$ cat src/iso_snoop_defines.vh
// constants for the isochronous and snoop packet framer
`ifndef ISO_SNOOP_DEFINES_VH
`define ISO_SNOOP_DEFINES_VH
`define REG_CTRL        8'h00
`define REG_STATUS      8'h04
`define REG_TXDATA      8'h08
`define REG_RXDATA      8'h0C
`define REG_RXLEVEL     8'h10
`define CTRL_SNOOP_BIT  0
`define CTRL_RESET      32'h00000000
`define TCODE_ISO       4'hA
`define TAG_FORMATTED   2'h0
`define SPD_100         2'h0
`define SPD_200         2'h1
`define SPD_400         2'h2
`define ACK_COMPLETE    4'h1
`define ACK_DATA_ERR    4'hD
`define ACK_CRC_ERR     4'hE
`define HDR_LAST_BIT    11
`define HDR_SNOOP_BIT   12
`define FIFO_DEPTH      16
`define FIFO_AW         4
`endif

$ cat src/iso_snoop_packet_format.v
// isochronous transmit, isochronous receive and snoop receive quadlet framer
// What this block does
// - request bus after cycle start
// - data length gives payload byte count
// - tag 00 formatted, others reserved
// - speed code 00/01/10 selects rate
// - sync bits pass through unchanged
// - header length sets received byte count
// - block last flag marks final block
// - snoop header reports data quadlet count
// - status complete, data or checksum error
// - received iso tcode is Ah
// - rx byte 0 first, last iso quadlet padded
// - snoop mode captures every bus packet unless the rx fifo is full at its start
// - snoop header bit 12 mirrors enable
// - snoop header bit 11 always one
// - snoop header records observed ack
// - snoop header records packet rate
// - snoop status complete only if intact
// - store snooped packet or what fits
//
// Chosen here: the placing of the registers and the AHB-Lite slave port.
`include "iso_snoop_defines.vh"
module iso_snoop_packet_format (
  // clock and reset
  input  wire        hclk,
  input  wire        hresetn,
  // ahb-lite slave
  input  wire        hsel,
  input  wire [7:0]  haddr,
  input  wire [1:0]  htrans,
  input  wire        hwrite,
  input  wire [2:0]  hsize,
  input  wire [31:0] hwdata,
  input  wire        hready,
  output wire        hreadyout,
  output wire        hresp,
  output reg  [31:0] hrdata,
  // link side: isochronous transmit
  input  wire        cycle_start,
  output reg         bus_request,
  input  wire        bus_grant,
  output reg         tx_valid,
  output reg  [31:0] tx_quadlet,
  input  wire        tx_ready,
  // link side: receive
  input  wire        rx_start,
  input  wire        rx_valid,
  input  wire [31:0] rx_quadlet,
  input  wire        rx_end,
  input  wire        rx_crc_ok,
  input  wire        rx_data_ok,
  input  wire [1:0]  rx_speed,
  input  wire [3:0]  rx_tcode,
  input  wire [3:0]  rx_observed_ack,
  input  wire        rx_for_us
);
  localparam ST_IDLE = 2'd0;
  localparam ST_HDR  = 2'd1;
  localparam ST_DATA = 2'd2;
  localparam ST_DONE = 2'd3;

  // bus address phase capture
  reg        wr_q;
  reg [7:0]  addr_q;
  reg [31:0] ctrl_q;
  wire       snoop_enable_flag = ctrl_q[`CTRL_SNOOP_BIT];

  assign hreadyout = 1'b1;
  assign hresp     = 1'b0;

  wire take = hsel & hready & htrans[1];

  always @(posedge hclk or negedge hresetn) begin
    if (!hresetn) begin
      wr_q   <= 1'b0;
      addr_q <= 8'h00;
    end else begin
      wr_q   <= take & hwrite;
      addr_q <= haddr;
    end
  end

  // transmit fifo: host writes quadlets in send order
  reg [31:0] tx_mem [0:`FIFO_DEPTH-1];
  reg [`FIFO_AW:0] tx_wp_q;
  reg [`FIFO_AW:0] tx_rp_q;
  wire tx_empty = (tx_wp_q == tx_rp_q);
  wire tx_full  = (tx_wp_q[`FIFO_AW-1:0] == tx_rp_q[`FIFO_AW-1:0]) &&
                  (tx_wp_q[`FIFO_AW] != tx_rp_q[`FIFO_AW]);
  // writes to a full fifo are dropped; software polls status first
  wire tx_push = wr_q && (addr_q == `REG_TXDATA) && !tx_full;

  // tx sequencing: header quadlet carries the length for the payload count
  reg [1:0]  tx_st_q;
  reg [13:0] tx_left_q;
  wire [31:0] tx_head = tx_mem[tx_rp_q[`FIFO_AW-1:0]];
  wire tx_pop = tx_valid & tx_ready;
  // byte count plus three, quartered below to round up to whole quadlets
  wire [15:0] tx_len_up = tx_head[31:16] + 16'd3;

  always @(posedge hclk or negedge hresetn) begin
    if (!hresetn) begin
      tx_wp_q     <= {(`FIFO_AW+1){1'b0}};
      tx_rp_q     <= {(`FIFO_AW+1){1'b0}};
      tx_st_q     <= ST_IDLE;
      tx_left_q   <= 14'h0000;
      bus_request <= 1'b0;
      tx_valid    <= 1'b0;
      tx_quadlet  <= 32'h00000000;
      ctrl_q      <= `CTRL_RESET;
    end else begin
      if (wr_q && addr_q == `REG_CTRL)
        ctrl_q <= hwdata;
      if (tx_push) begin
        tx_mem[tx_wp_q[`FIFO_AW-1:0]] <= hwdata;
        tx_wp_q <= tx_wp_q + 1'b1;
      end
      case (tx_st_q)
        ST_IDLE: begin
          // queued packets only go out after a cycle start
          if (cycle_start && !tx_empty) begin
            bus_request <= 1'b1;
            tx_st_q     <= ST_HDR;
          end
        end
        ST_HDR: begin
          if (bus_grant && !tx_valid && !tx_empty) begin
            bus_request <= 1'b0;
            // header fields (length, tag, channel, speed, sync) pass untouched
            tx_quadlet  <= tx_head;
            tx_valid    <= 1'b1;
            // payload quadlets from byte count, rounding up
            tx_left_q   <= tx_len_up[15:2];
            tx_rp_q     <= tx_rp_q + 1'b1;
          end else if (tx_pop) begin
            tx_valid <= 1'b0;
            tx_st_q  <= (tx_left_q == 14'h0000) ? ST_IDLE : ST_DATA;
          end
        end
        ST_DATA: begin
          if (tx_pop) begin
            tx_valid  <= 1'b0;
            tx_left_q <= tx_left_q - 1'b1;
            if (tx_left_q == 14'h0001)
              tx_st_q <= ST_IDLE;
          end else if (!tx_valid && !tx_empty) begin
            // payload is already byte 0 first and zero padded by the host
            tx_quadlet <= tx_head;
            tx_valid   <= 1'b1;
            tx_rp_q    <= tx_rp_q + 1'b1;
          end
        end
        default: tx_st_q <= ST_IDLE;
      endcase
    end
  end

  // general receive fifo, headers written back after the payload
  reg [31:0] general_receive_fifo [0:`FIFO_DEPTH-1];
  reg [`FIFO_AW:0] rx_wp_q;
  reg [`FIFO_AW:0] rx_rp_q;
  reg [`FIFO_AW:0] rx_hdr_q;
  reg [1:0]  rx_st_q;
  reg [15:0] rx_bytes_q;
  reg [13:0] quadlet_count;
  reg        rx_snoop_q;
  reg        rx_trunc_q;
  reg [3:0]  rx_error_status;
  reg [1:0]  rx_spd_q;
  reg [31:0] rx_hdr_word_q;
  // one-cycle marker that a header slot awaits its final word
  reg        hdr_pend_q;
  wire [`FIFO_AW:0] rx_level = rx_wp_q - rx_rp_q;
  wire rx_full  = rx_level[`FIFO_AW];
  wire rx_empty = (rx_level == {(`FIFO_AW+1){1'b0}});
  // pop in the address phase so the word stands in the data phase
  wire rx_pop   = take && !hwrite && (haddr == `REG_RXDATA) && !rx_empty;
  // accept iso packets for us, or everything when snooping
  wire rx_accept = rx_start && (rx_for_us || snoop_enable_flag);

  // byte mask for last iso quadlet, byte 0 is msb lane
  reg [31:0] pad_mask;
  always @* begin
    case (rx_bytes_q[1:0])
      2'd1:    pad_mask = 32'hFF000000;
      2'd2:    pad_mask = 32'hFFFF0000;
      2'd3:    pad_mask = 32'hFFFFFF00;
      default: pad_mask = 32'hFFFFFFFF;
    endcase
  end
  wire last_iso_q = !rx_snoop_q && (rx_bytes_q <= 16'd4);

  always @(posedge hclk or negedge hresetn) begin
    if (!hresetn) begin
      rx_wp_q         <= {(`FIFO_AW+1){1'b0}};
      rx_rp_q         <= {(`FIFO_AW+1){1'b0}};
      rx_hdr_q        <= {(`FIFO_AW+1){1'b0}};
      rx_st_q         <= ST_IDLE;
      rx_bytes_q      <= 16'h0000;
      quadlet_count   <= 14'h0000;
      rx_snoop_q      <= 1'b0;
      rx_trunc_q      <= 1'b0;
      rx_error_status <= `ACK_COMPLETE;
      rx_spd_q        <= `SPD_100;
      rx_hdr_word_q   <= 32'h00000000;
      hrdata          <= 32'h00000000;
    end else begin
      if (rx_pop)
        rx_rp_q <= rx_rp_q + 1'b1;
      case (rx_st_q)
        ST_IDLE: begin
          if (rx_accept && !rx_full) begin
            // reserve the header slot; it is filled when the packet ends
            rx_hdr_q      <= rx_wp_q;
            rx_wp_q       <= rx_wp_q + 1'b1;
            rx_snoop_q    <= snoop_enable_flag;
            rx_spd_q      <= rx_speed;
            rx_trunc_q    <= 1'b0;
            quadlet_count <= 14'h0000;
            rx_st_q       <= snoop_enable_flag ? ST_DATA : ST_HDR;
          end
        end
        ST_HDR: begin
          if (rx_valid) begin
            rx_hdr_word_q <= rx_quadlet;
            // payload length comes from the iso header
            rx_bytes_q    <= rx_quadlet[31:16];
            rx_st_q       <= (rx_quadlet[31:16] == 16'h0000) ? ST_DONE : ST_DATA;
          end
        end
        ST_DATA: begin
          if (rx_valid && (rx_snoop_q || rx_bytes_q != 16'h0000)) begin
            if (!rx_full) begin
              // zero the unused lanes of the final iso quadlet
              general_receive_fifo[rx_wp_q[`FIFO_AW-1:0]] <=
                last_iso_q ? (rx_quadlet & pad_mask) : rx_quadlet;
              rx_wp_q       <= rx_wp_q + 1'b1;
              quadlet_count <= quadlet_count + 1'b1;
            end else
              rx_trunc_q <= 1'b1;
            if (!rx_snoop_q)
              rx_bytes_q <= (rx_bytes_q > 16'd4) ? rx_bytes_q - 16'd4 : 16'h0000;
          end
          if (rx_end)
            rx_st_q <= ST_DONE;
        end
        ST_DONE: begin
          // status uses ack encoding, complete only for intact data
          if (!rx_crc_ok)
            rx_error_status <= `ACK_CRC_ERR;
          else if (!rx_data_ok || rx_trunc_q)
            rx_error_status <= `ACK_DATA_ERR;
          else
            rx_error_status <= `ACK_COMPLETE;
          rx_st_q <= ST_IDLE;
        end
        default: rx_st_q <= ST_IDLE;
      endcase
      // header lands one cycle after status is known
      if (rx_st_q == ST_IDLE && hdr_pend_q)
        general_receive_fifo[rx_hdr_q[`FIFO_AW-1:0]] <= rx_snoop_q ?
          {rx_observed_ack, rx_spd_q, quadlet_count[12:0],
           1'b1, 1'b1, 3'b000, rx_tcode, rx_error_status} :
          {rx_hdr_word_q[31:16], rx_hdr_word_q[15:14], rx_hdr_word_q[13:8],
           `TCODE_ISO, rx_hdr_word_q[3:0]};
      // read data is registered in the address phase, zero wait states
      if (take && !hwrite) begin
        case (haddr)
          `REG_CTRL:    hrdata <= ctrl_q;
          `REG_STATUS:  hrdata <= {15'h0000, rx_spd_q, rx_error_status, quadlet_count[6:0],
                                   tx_full, tx_empty, rx_empty, rx_full};
          `REG_RXDATA:  hrdata <= rx_empty ? 32'h00000000 :
                                  general_receive_fifo[rx_rp_q[`FIFO_AW-1:0]];
          `REG_RXLEVEL: hrdata <= {{(31-`FIFO_AW){1'b0}}, rx_level};
          default:      hrdata <= 32'h00000000;
        endcase
      end
    end
  end

  always @(posedge hclk or negedge hresetn) begin
    if (!hresetn)
      hdr_pend_q <= 1'b0;
    else
      hdr_pend_q <= (rx_st_q == ST_DONE);
  end

  // last flag tied high, one block per packet; no stored header takes it from block_last_flag
  wire block_last_flag = 1'b1;
  wire payload_fault   = (rx_error_status == `ACK_DATA_ERR);
  wire checksum_fault  = (rx_error_status == `ACK_CRC_ERR);
endmodule

$ cat config.mk
export PLATFORM = sky130hd
export DESIGN_NAME = iso_snoop_packet_format
export DESIGN_NICKNAME = d
export VERILOG_FILES = /design/src/iso_snoop_packet_format.v
export VERILOG_INCLUDE_DIRS = /design/src
export SDC_FILE = /design/constraint.sdc
export NUM_CORES = 1
export LEC_CHECK = 0
export ABC_AREA = 1
export BUFFER_PORTS_ARGS = -buffer_cell sky130_fd_sc_hd__buf_2
export CELL_PAD_IN_SITES_DETAIL_PLACEMENT = 1
export CELL_PAD_IN_SITES_GLOBAL_PLACEMENT = 1
export CORE_ASPECT_RATIO = 1.5
export CORE_UTILIZATION = 30
export CTS_BUF_LIST = sky130_fd_sc_hd__clkbuf_4 sky130_fd_sc_hd__clkbuf_8
export DETAILED_ROUTE_END_ITERATION = 16
export GPL_TIMING_DRIVEN = 0
export PLACE_DENSITY = 0.6
export REMOVE_ABC_BUFFERS = 1
export SLEW_MARGIN = 20
export SYNTH_ARGS = -nofsm -noshare
export SYNTH_HDL_FRONTEND = slang
export SYNTH_SLANG_ARGS = --single-unit
$ cat constraint.sdc
create_clock -name hclk -period 5.1 [get_ports hclk]
set_input_delay 0.255 -clock hclk [delete_from_list [all_inputs] [get_ports hclk]]
set_output_delay 0.255 -clock hclk [all_outputs]
set_load 0.02 [all_outputs]
==> impl_results.md <==
- Hold Fails Final Rpt: 0
- CTS tree: done
- Die ar.: 174000 um2
- Initial Util: 30.2%
- Sequential element share of the synthesized area: 69.7%
- Placed cell areas: roughly 57000 um2
- Complex-gate fraction of the synthesized area: between 10 and 15%
- Drt pass-1 iters: 5
- GR Util All Layers: 19.4%
- Clock root buffer: clkbuf_8
- Layout cells sized above 1: between 10% and 20%
- EDFF count, synth: 1024
- First-pass GRT wire length: approximately 250000 um
- Initial detailed-routing violation count: 2712
- HPWL Detailed: 110000 um
- Clock Sinks: 1238
- Pleak: 23.7 nW
- # setup viols final: 0
- FF+latch count, synth: 1238
- Antenna violations before repair: 4
- Xor/xnor share of the synthesized area: 0.609%
- Num rows: 186
- Maxcap violations: 0
- Worst VDD drop: 279 uV
- Final worst path period share: a little over nine tenths
- Measured slew at the worst slew-check pin: 1.09 ns
- Synthesized area: between 50000 and 60000 um2
- Mapped Cells: 4545
- Drt wl/cell: approximately 23 um
- WS Path Type: flop to flop
- Relative slew slack: 27.4%
- CTS buffer count: just under 200
- Vias in the first global route: 38500
- I/O pins: 169
- Crit. End Element: flop
- RSZ-0062 raised after global routing: false
- Die Height: 511 um
- Fmax: approximately 200 MHz
- Design area: 63300 um2
- Final slew viol count: 0
- Clock skew: around 0.060 ns
- Finished Layout Cells: around 7300
- Mapped Avg Cell Area: around 11 um2
- Later-pin clock latency in the skew report: about 0.95 ns
- Main combinational cell family by area after synthesis: simple AND/OR/NAND/NOR gates
- Final Critical Period: 4.85 ns
- GP Congestion: 0.757
- GR Overflow Total: 0
- WP data required: roughly 6 ns
- Vias: 36800
- Dominant synthesized flop cell: edfxtp_1
- I/O Buffers: 162
- Clock transition at the registers of the reported paths: 0.06 ns
- CTS Buffer Depth: 3
- CP startpoint kind: flop
- Mux share of post-synthesis cell area: less than 1%
- DR DRC count: 0
- Design Power: 28.8 mW
- Pre-CTS setup slack: -0.541 ns
- DRT antenna net count: 0
- Post-synthesis cell type count: 59
- Simple-gate portion of the synthesized area: 14.1%
- Area share of fa/ha/maj cells after synthesis: less than 1%
- H-tree Lvls: 4
- Vias per cell: 5.01
- Final design utilization: 37.0%
- HP Class: primary input to flop
- Core area: 171000 um2
- CP Max Fanout: 92
- CP arrival: 5.63 ns
- Final WS setup: between 0.2 and 0.25 ns
- Die W: 341 um
- Dpl cells: 6826
- Syn-to-layout area delta: 22.3%
- Synth async-reset ratio: approximately 17%
- Power Density: 454 nW/um2
- Status: complete, no violations
- R2R Setup Slk: 0.25 ns
- Pin count of the biggest net entering global routing: 152
- Drt total wl: around 170000 um
- Yosys warnings: 0
- Nets: 5033
-- path summary, 6_finish.rpt --
path	start	endpoint	cells past startpoint
max	rx_rp_q[1]	rx_rp_q[4]	16
min	rx_tcode[2]	general_receive_fifo[13][6]	2
max reg2reg	rx_rp_q[1]	rx_rp_q[4]	16
min reg2reg	hrdata[8]	hrdata[8]	2
max in group asynchronous	hresetn	rx_error_status[0]	5
min in group asynchronous	hresetn	ctrl_q[4]	4
-- layout by cell type (no fill, tap or decap), drive strengths merged, types with 21 or more instances in the layout --
cell type	n
xor2	31
edfxtp	1024
nand2	1152
ha	22
nor2	427
dfrtp	213
o211ai	37
clkbuf	322
dlygate4sd3	114
clkinv	47
o22ai	72
a22oi	50
o21ai	318
nand3	198
a32o	36
a41oi	21
inv	274
o221ai	33
buf	308
a21oi	235
-- area by class of cell --
class	count	area (um2)
sequential	1238	36100
multi-input combinational	2776	13900
fill	18600	108000
tap	2256	2820
clock buffer	322	3940
clock inverter	56	450
inverter	272	1070
timing repair buffer	422	4950
antenna	3	7.51
-- cell families (layout without fill, tap and decap cells) --
kind of cell	Yosys count	count (layout)
compound gates	872	872
xor+xnor	36	36
fa+ha+maj	23	23
buf+inv	531	1072
flops	1238	1238
mux	20	20
other cells	2	5
simple gates	1823	1823
-- repair_timing --
item                                    4_1_cts  5_1_grt
endpoints found under the setup margin      469      115
endpoints found under the hold margin      1255        0
pin swaps                                     9        1
hold buffers                                115        0
setup buffers                                17        6
gates resized for setup                       3        2
-- sequential cells by signal (all words and copies together) (netlist names), 8 cells and up --
signal and cells:
tx_quadlet 32, general_receive_fifo 512, quadlet_count 13, ctrl_q 32
rx_bytes_q 16, tx_left_q 14, hrdata 32, rx_hdr_word_q 28
tx_mem 512, addr_q 8
-- through the flow --
step	TNS (ns)	hold WS, ns
after floorplan	-2561.87	-0.0406
after CTS	0	0.0290
after global routing	0	0.0879
after global placement	-	0.380
after detailed placement	-100.49	0.159
final	0	0.109
-- power by group --
| group | total [mW] | switching [mW] | internal, mW |
|---|---|---|---|
| registers | 12.2 | 0.550 | 11.6 |
| logic | 7.30 | 5.03 | 2.27 |
| clock network | 9.28 | 4.15 | 5.12 |
| total | 28.8 | 9.73 | 19.0 |
-- worst max-delay path, stage by stage (launching register included) --
cell,delay (ns)
dfrtp_4,0.61
buf_16,0.26
inv_16,0.31
buf_16,0.40
ha_1,0.32
nand3_1,0.09
nand2_1,0.07
xor2_1,0.23
nor2_1,0.07
nand3_1,0.11
nand2_2,0.37
buf_16,0.32
inv_1,0.62
nand2_1,0.24
nor2_1,0.22
nand2_1,0.14
xnor2_1,0.17
-- cell usage after synthesis (all sizes together) (11+ instances only) --
cell | count | area, um2
a41oi | 21 | 184
a32oi | 17 | 149
inv | 267 | 1010
clkbuf | 142 | 533
mux2 | 20 | 225
a22oi | 50 | 375
o211ai | 37 | 278
edfxtp | 1024 | 30700
o22ai | 72 | 450
ha | 22 | 275
nor3 | 11 | 55.1
buf | 117 | 697
nor2 | 427 | 1630
dfrtp | 213 | 5330
nand3 | 198 | 996
xor2 | 31 | 272
a21oi | 235 | 1180
o221ai | 33 | 289
o31ai | 20 | 150
nand2 | 1152 | 4360
a32o | 36 | 360
o21ai | 318 | 1590
nand4 | 12 | 90.1
-- layer usage --
metal / share of wire [%] / global-route usage, % / wire length (um) / vias to the layer above
met2: 52 / 34.7 / 88100 / 926
li1: - / - / - / 16700
met4: 3.4 / 7.47 / 5790 / 2
met1: 41 / 23.4 / 69600 / 18800
met5: 0.0076 / 0 / 13 / -
met3: 3.9 / 2.62 / 6630 / 301
No activity file was read; power rests on OpenSTA's default activity.
